## config.mk

```make
export PLATFORM = sky130hd
export DESIGN_NAME = pll_lock_gating_control
export DESIGN_NICKNAME = d
export VERILOG_FILES = /design/src/design/pll_gate_pkg.sv /design/src/design/pll_gate_if.sv /design/src/design/pll_run_seq.sv /design/src/design/pll_lock_gating_control.sv
export VERILOG_INCLUDE_DIRS = /design/src /design/src/design
export SDC_FILE = /design/constraint.sdc
export NUM_CORES = 1
export LEC_CHECK = 0
export BUFFER_PORTS_ARGS = -buffer_cell sky130_fd_sc_hd__buf_2
export CORE_ASPECT_RATIO = 0.75
export CORE_UTILIZATION = 56
export CTS_CLUSTER_SIZE = 24
export DETAILED_ROUTE_END_ITERATION = 10
export PLACE_DENSITY = 0.86
export SYNTH_ARGS = -nofsm -noshare
export SYNTH_HDL_FRONTEND = slang
export SYNTH_SLANG_ARGS = --single-unit
```

## constraint.sdc

```tcl
create_clock -name i_clk_sys -period 2.3 [get_ports i_clk_sys]
set_input_delay 0.23 -clock i_clk_sys [delete_from_list [all_inputs] [get_ports i_clk_sys]]
set_output_delay 0.23 -clock i_clk_sys [all_outputs]
set_load 0.05 [all_outputs]
```

## src/design/pll_gate_defines.svh

```systemverilog
// Register offsets, field positions, reset values and timing values in ns
`ifndef PLL_GATE_DEFINES_SVH
`define PLL_GATE_DEFINES_SVH

`define CTRL_A_OFFSET     8'h00
`define CTRL_B_OFFSET     8'h04
`define STATUS_OFFSET     8'h08
`define INT_STATUS_OFFSET 8'h0C
`define INT_MASK_OFFSET   8'h10

`define CTRL_A_ENABLE_BIT    1
`define CTRL_A_ON_REQ_BIT    7
`define CTRL_B_BYPASS_BIT    12
`define STATUS_LOCK_BIT      0
`define STATUS_READY_BIT     1

`define INT_LOCK_RISE_BIT    0
`define INT_LOCK_FALL_BIT    1
`define INT_READY_BIT        2

`define CTRL_A_RESET   32'h0000_0080
`define CTRL_B_RESET   32'h0000_0000
`define INT_MASK_RESET 3'h0

// Start-up wait before the output counts as ready, in ns
`define READY_DELAY_NS     1000
`define CLK_PERIOD_NS      100

`endif

```

## src/design/pll_gate_pkg.sv

```systemverilog
// Types shared by the PLL lock and gating control block
`default_nettype none
package pll_gate_pkg;
    typedef enum logic [1:0] {
        RESP_OKAY   = 2'b00,
        RESP_SLVERR = 2'b10
    } axi_resp_t;

    typedef enum logic [2:0] {
        RUN_OFF   = 3'b001,
        RUN_START = 3'b010,
        RUN_READY = 3'b100
    } run_state_t;
endpackage
`default_nettype wire

```

## src/design/pll_gate_if.sv

```systemverilog
// Control and state links between register file and run sequencer
`default_nettype none
interface pll_gate_if;
    logic enable;
    logic on_request;
    logic bypass;
    logic locked;
    logic ready;
    logic running;
    logic gate_open;

    modport regs (output enable, output on_request, output bypass,
                  input locked, input ready, input running,
                  input gate_open);
    modport seq  (input enable, input on_request, input bypass,
                  input locked, output ready, output running,
                  output gate_open);
endinterface
`default_nettype wire

```

## src/design/pll_run_seq.sv

```systemverilog
// Run sequencer: enable, on-request and ready timing; standby is unused
`include "pll_gate_defines.svh"
`default_nettype none
module pll_run_seq
    import pll_gate_pkg::*;
#(
    parameter int READY_CYCLES =
        (`READY_DELAY_NS + `CLK_PERIOD_NS - 1) / `CLK_PERIOD_NS
) (
    input  wire logic i_clk_sys,
    input  wire logic i_rst_n,
    input  wire logic i_clk_request,
    input  wire logic i_standby,
    pll_gate_if.seq   link
);
    localparam int CW = $clog2(READY_CYCLES + 1);

    run_state_t     state_q;
    run_state_t     state_d;
    logic [CW-1:0]  count_q;
    logic           want_run;
    logic           count_done;

    // Continuous running ignores standby when on-request is off
    assign want_run = link.enable &&
        (link.on_request ? i_clk_request : 1'b1);
    assign count_done = (count_q == CW'(READY_CYCLES - 1));
    assign link.running   = (state_q != RUN_OFF);
    assign link.ready     = (state_q == RUN_READY);
    // Lock gates the output only while bypass is off
    assign link.gate_open = (state_q == RUN_READY) &&
        (link.bypass || link.locked);

    always_comb begin
        state_d = state_q;
        case (state_q)
            RUN_OFF:   if (want_run) state_d = RUN_START;
            RUN_START: begin
                if (!want_run)       state_d = RUN_OFF;
                else if (count_done) state_d = RUN_READY;
            end
            RUN_READY: if (!want_run) state_d = RUN_OFF;
            default:   state_d = RUN_OFF;
        endcase
    end

    always_ff @(posedge i_clk_sys) begin
        if (!i_rst_n) begin
            state_q <= RUN_OFF;
            count_q <= '0;
        end else begin
            state_q <= state_d;
            count_q <= (state_q == RUN_START) ? count_q + CW'(1) : '0;
        end
    end

    // Standby has no effect on the run request; it is left unused
    logic unused_standby;
    assign unused_standby = i_standby;
endmodule
`default_nettype wire

```

## src/design/pll_lock_gating_control.sv

```systemverilog
// PLL lock status, output gating and AXI4-Lite register file
`include "pll_gate_defines.svh"
`default_nettype none

module pll_lock_gating_control
    import pll_gate_pkg::*;
#(
    parameter int READY_CYCLES =
        (`READY_DELAY_NS + `CLK_PERIOD_NS - 1) / `CLK_PERIOD_NS
) (
    input  wire logic        i_clk_sys,
    input  wire logic        i_rst_n,
    input  wire logic        i_pll_locked,
    input  wire logic        i_clk_request,
    input  wire logic        i_standby,
    input  wire logic [7:0]  s_axi_awaddr,
    input  wire logic        s_axi_awvalid,
    output var  logic        s_axi_awready,
    input  wire logic [31:0] s_axi_wdata,
    input  wire logic [3:0]  s_axi_wstrb,
    input  wire logic        s_axi_wvalid,
    output var  logic        s_axi_wready,
    output var  logic [1:0]  s_axi_bresp,
    output var  logic        s_axi_bvalid,
    input  wire logic        s_axi_bready,
    input  wire logic [7:0]  s_axi_araddr,
    input  wire logic        s_axi_arvalid,
    output var  logic        s_axi_arready,
    output var  logic [31:0] s_axi_rdata,
    output var  logic [1:0]  s_axi_rresp,
    output var  logic        s_axi_rvalid,
    input  wire logic        s_axi_rready,
    output var  logic        o_pll_run,
    output var  logic        o_clk_gate_en,
    output var  logic        o_irq
);
    pll_gate_if link ();

    // ----------------------------------------------------------------
    // Register state
    // ----------------------------------------------------------------
    logic [31:0] ctrl_a_q;
    logic [31:0] ctrl_b_q;
    logic [2:0]  int_stat_q;
    logic [2:0]  int_stat_d;
    logic [2:0]  int_mask_q;
    logic        locked_q;
    logic        ready_q;
    logic [2:0]  events;

    assign link.enable     = ctrl_a_q[`CTRL_A_ENABLE_BIT];
    assign link.on_request = ctrl_a_q[`CTRL_A_ON_REQ_BIT];
    assign link.bypass     = ctrl_b_q[`CTRL_B_BYPASS_BIT];
    // Lock seen only while running; bypass is not an input here
    assign link.locked     = i_pll_locked && link.running;

    pll_run_seq #(
        .READY_CYCLES (READY_CYCLES)
    ) u_seq (
        .i_clk_sys     (i_clk_sys),
        .i_rst_n       (i_rst_n),
        .i_clk_request (i_clk_request),
        .i_standby     (i_standby),
        .link          (link)
    );

    // ----------------------------------------------------------------
    // AXI4-Lite write path
    // ----------------------------------------------------------------
    logic [7:0]  aw_q;
    logic        aw_have_q;
    logic [31:0] w_q;
    logic [3:0]  ws_q;
    logic        w_have_q;
    logic        do_write;
    logic        wr_ok;

    function automatic logic [31:0] merge(input logic [31:0] old,
                                          input logic [31:0] nw,
                                          input logic [3:0]  st);
        logic [31:0] r;
        r = old;
        for (int i = 0; i < 4; i++)
            if (st[i]) r[i*8 +: 8] = nw[i*8 +: 8];
        return r;
    endfunction

    function automatic logic mapped(input logic [7:0] a);
        return a == `CTRL_A_OFFSET || a == `CTRL_B_OFFSET ||
               a == `STATUS_OFFSET || a == `INT_STATUS_OFFSET ||
               a == `INT_MASK_OFFSET;
    endfunction

    assign do_write = aw_have_q && w_have_q && !s_axi_bvalid;
    assign wr_ok    = mapped(aw_q);

    always_ff @(posedge i_clk_sys) begin
        if (!i_rst_n) begin
            aw_q          <= 8'h00;
            aw_have_q     <= 1'b0;
            w_q           <= 32'h0000_0000;
            ws_q          <= 4'h0;
            w_have_q      <= 1'b0;
            s_axi_awready <= 1'b0;
            s_axi_wready  <= 1'b0;
            s_axi_bvalid  <= 1'b0;
            s_axi_bresp   <= RESP_OKAY;
        end else begin
            s_axi_awready <= !aw_have_q && !s_axi_awready && s_axi_awvalid;
            s_axi_wready  <= !w_have_q && !s_axi_wready && s_axi_wvalid;
            if (s_axi_awvalid && s_axi_awready) begin
                aw_q      <= s_axi_awaddr;
                aw_have_q <= 1'b1;
            end
            if (s_axi_wvalid && s_axi_wready) begin
                w_q      <= s_axi_wdata;
                ws_q     <= s_axi_wstrb;
                w_have_q <= 1'b1;
            end
            if (do_write) begin
                s_axi_bvalid <= 1'b1;
                s_axi_bresp  <= wr_ok ? RESP_OKAY : RESP_SLVERR;
                aw_have_q    <= 1'b0;
                w_have_q     <= 1'b0;
            end else if (s_axi_bvalid && s_axi_bready) begin
                s_axi_bvalid <= 1'b0;
            end
        end
    end

    // ----------------------------------------------------------------
    // Control registers
    // ----------------------------------------------------------------
    always_ff @(posedge i_clk_sys) begin
        if (!i_rst_n) begin
            ctrl_a_q   <= `CTRL_A_RESET;
            ctrl_b_q   <= `CTRL_B_RESET;
            int_mask_q <= `INT_MASK_RESET;
        end else if (do_write) begin
            if (aw_q == `CTRL_A_OFFSET)
                ctrl_a_q <= merge(ctrl_a_q, w_q, ws_q);
            if (aw_q == `CTRL_B_OFFSET)
                ctrl_b_q <= merge(ctrl_b_q, w_q, ws_q);
            if (aw_q == `INT_MASK_OFFSET && ws_q[0])
                int_mask_q <= w_q[2:0];
        end
    end

    // ----------------------------------------------------------------
    // Status, events and interrupt
    // ----------------------------------------------------------------
    logic        rd_fire;
    logic        rd_clear;
    logic [31:0] rd_word;
    logic [31:0] status_word;

    assign rd_fire  = s_axi_arvalid && s_axi_arready;
    assign rd_clear = rd_fire && (s_axi_araddr == `INT_STATUS_OFFSET);
    assign events[`INT_LOCK_RISE_BIT] = link.locked && !locked_q;
    assign events[`INT_LOCK_FALL_BIT] = !link.locked && locked_q;
    assign events[`INT_READY_BIT]     = link.ready && !ready_q;
    // A new event in the clearing read's cycle survives
    assign int_stat_d = (rd_clear ? 3'h0 : int_stat_q) | events;

    always_comb begin
        status_word = 32'h0000_0000;
        status_word[`STATUS_LOCK_BIT]  = locked_q;
        status_word[`STATUS_READY_BIT] = ready_q;
    end

    always_comb begin
        case (s_axi_araddr)
            `CTRL_A_OFFSET:     rd_word = ctrl_a_q;
            `CTRL_B_OFFSET:     rd_word = ctrl_b_q;
            `STATUS_OFFSET:     rd_word = status_word;
            `INT_STATUS_OFFSET: rd_word = {29'h0, int_stat_q};
            `INT_MASK_OFFSET:   rd_word = {29'h0, int_mask_q};
            default:            rd_word = 32'h0000_0000;
        endcase
    end

    always_ff @(posedge i_clk_sys) begin
        if (!i_rst_n) begin
            locked_q      <= 1'b0;
            ready_q       <= 1'b0;
            int_stat_q    <= 3'h0;
            o_irq         <= 1'b0;
            o_pll_run     <= 1'b0;
            o_clk_gate_en <= 1'b0;
        end else begin
            locked_q      <= link.locked;
            ready_q       <= link.ready;
            int_stat_q    <= int_stat_d;
            o_irq         <= |(int_stat_d & int_mask_q);
            o_pll_run     <= link.running;
            o_clk_gate_en <= link.gate_open;
        end
    end

    // ----------------------------------------------------------------
    // AXI4-Lite read path
    // ----------------------------------------------------------------
    always_ff @(posedge i_clk_sys) begin
        if (!i_rst_n) begin
            s_axi_arready <= 1'b0;
            s_axi_rvalid  <= 1'b0;
            s_axi_rdata   <= 32'h0000_0000;
            s_axi_rresp   <= RESP_OKAY;
        end else begin
            s_axi_arready <= !s_axi_rvalid && !s_axi_arready &&
                             s_axi_arvalid;
            if (rd_fire) begin
                s_axi_rvalid <= 1'b1;
                s_axi_rdata  <= rd_word;
                s_axi_rresp  <= mapped(s_axi_araddr) ? RESP_OKAY
                                                     : RESP_SLVERR;
            end else if (s_axi_rvalid && s_axi_rready) begin
                s_axi_rvalid <= 1'b0;
            end
        end
    end
endmodule
`default_nettype wire

```

==> flow_summary.toml <==
[placement]
place_congestion = 0.820
portBuffers = 102
dp_hpwl_mm = 9.99
dpl.cell_count = 950
dpl_cell_area_um2 = 7310

[drt]
avgViaCountPerCell = 5.41
dr_total_vias = 5308
routed_wirelength_mm = 15.0
drt_iter0_drc = 502
wl_per_cell_um = 15.3
drc = 0
ant_nets = 0
first_pass_iters = 5

[synth]
synth_fa_ha_area_share_pct = 0.373
yosys-top-cells-count = "nand2_1, dfxtp_1, mux2i_1"
yosys.area.top_type_share_pct = 49.9
synth_seq_cells = 167
seq_area_frac_synth_pct = 49.9
netlist_top_cells_area = "dfxtp_1, mux2i_1, nand2_1"
syn_inst = 722
synth_top_area_cell = "dfxtp_1"
async_reset_ff_share_pct = 0
synth_edf_count = 0
synth.most_common_cell = "nand2_1"
muxShareOfSynthArea_pct = 15.3
synth_top_family_by_area = "simple AND/OR/NAND/NOR gates"
syn_area_um2 = 6700
ys_warn_count = 0
synthSimpleGateAreaFrac_pct = 20.2
yosysUniqueCellTypes = 49
synth_compound_gate_area_share_pct = 10.0
syn_avg_cell_area_um2 = 9.28
synth_flop_cell = "dfxtp_1"
synth_xor_xnor_area_share_pct = 0.392

[floorplanning]
dieArea_um2 = 12400
core_area_um2 = 11600
num_rows = 34
ios = 106
initial_core_util_pct = 57.7
die_height_um = 96.7
die_width_um = 128

[timing]
post-route-period-util_pct = 92.7
worst_pin_slew_ns = 0.715
setup_violations = 0
max_freq_ghz = 0.469
drv_slew = 0
slew_headroom_pct = 52.3
period_needed_ns = 2.13
finalHoldViolCount = 0
setup_tns_ns = 0
rsz0062_at_grt = "no"
fin_skew_ns = 0.0117

[critical_path]
setup.worst_path.start_class = "register"
max_stage_delay_ns = 0.67
cp_num_buf_inv = 1
cp.required_ns = 2.61
crit_path_end_kind = "register"
cp_slowest_cell = "or4b_2"
cp.arrival_ns = 2.44
critical_path.max_fanout = 8
path_cells = "or4b_2, or4_1, buf_4, mux2i_1, nor2b_1"
cp_top_family = "simple AND/OR/NAND/NOR gates"
critical_path_class = "reg2reg"

[worst_hold_path]
min_path_type = "in2reg"

[clock_tree]
cts_hold_buf = 0
cts_tree = "built"
cts_htree_levels = 4
clkLatencyLatePin_ns = 0.43
post-cts-setup-buffers = 0
numCtsBuffers = 17
cts_root_buffer = "clkbuf_16"
clk_pin_slew_ns = 0.06
cts_sinks = 167
clock_path_buffers = 2

[global_route]
grt_pass1_vias = 5249
antenna_found_initial = 0
gr-total-overflow = 0
grt_pass1_wl_mm = 24.9
grt_max_degree = 86
gr-usage-all-layers_pct = 25.8

[pwr]
powerDensity_nw_per_um2 = 766
p_leak_nw = 3.16
ir_worst_vdd_mv = 0.569

[layout]
antenna_cells_inserted = 0
utilization_pct = 68.2
drive_gt1_share_pct = 19.5
stdcell_count = 982
postLayoutCellArea_um2 = 7920
final_nets = 871
syn2layout_area_growth_pct = 18.1

[job]
cap_viol_max_count = 0

[status]
outcome = "finished, final reports clean"
through the flow:
step / setup WS, ns / total power, mW / hold WS (ns)
after floorplan: 0.350 / 3.20 / 0.340
after global placement: 0.206 / 3.29 / 0.427
after detailed placement: 0.146 / 3.30 / 0.441
after CTS: 0.119 / 6.09 / 0.0303
after global routing: 0.145 / 6.25 / 0.0426
final: 0.168 / 6.07 / 0.0412
where the power goes:
group,switching (mW),internal [mW],leakage [nW]
clock,1.15,1.68,0.285
combinational,0.173,0.110,1.53
sequential,0.0312,2.92,1.35
total,1.35,4.72,3.16
what timing repair did:
action / in CTS / in global routing
setup endpoints to repair: 0 / 2
endpoints found under the hold margin: 0 / 0
resized for setup: 0 / 2
cell usage in the layout, fill, tap and decap left out, drive strengths merged, types with 4 or more instances in the layout:
master and instances:
inv 7, dfxtp 167, clkinv 6, o21ai 38, nand3b 4, nor2b 35
nor2 14, clkbuf 21, nand3 14, mux2i 97, nor3 5, nand2 185
a21boi 48, or4 6, or4b 4, and2 8, buf 116
path summary, 6_finish.rpt:
kind	from	endpoint	slack, ns	cells after the start
setup / recovery	aw_q[2]	ctrl_a_q[15]	0.17	5
hold / removal	s_axi_arvalid	s_axi_arready	0.04	3
setup reg to reg	aw_q[2]	ctrl_a_q[15]	0.17	5
hold reg to reg	s_axi_rdata[25]	s_axi_rdata[25]	0.45	2
layout make-up:
type	count	area, um2
sequential	167	3340
inverter	7	26.3
tap	162	203
clock inverter	11	124
multi-input combinational	498	3120
fill	866	3700
clock buffer	21	470
timing repair buffer	116	631
per-layer routing:
metal,track usage [%],share of wire [%],wire [um]
met4,13.4,2.4,364
met2,42.2,47,7000
met3,5.31,6.4,969
met1,32.1,45,6700
met5,0,0,0
logic make-up (layout without fill, tap and decap cells):
| family | after synthesis | count (layout) |
|---|---|---|
| simple gates | 289 | 289 |
| flops | 167 | 167 |
| compound gates | 102 | 102 |
| mux | 100 | 100 |
| buf+inv | 58 | 155 |
| xor+xnor | 3 | 3 |
| fa+ha+maj | 2 | 2 |
| other cells | 1 | 2 |
registers in the layout, indices dropped and copies added (netlist names), 3 cells and up:
signal and cells:
ctrl_a_q 32, s_axi_rdata 32, int_mask_q 3, w_q 32, ctrl_b_q 32, ws_q 4
int_stat_q 3, u_seq.state_q 3, aw_q 8, u_seq.count_q 4
tightest hold or removal path, cell delays in order:
cell	delay (ns)
buf_2	0.11
nand2_1	0.05
nor3_1	0.03
(Power assumes the default switching activity.)
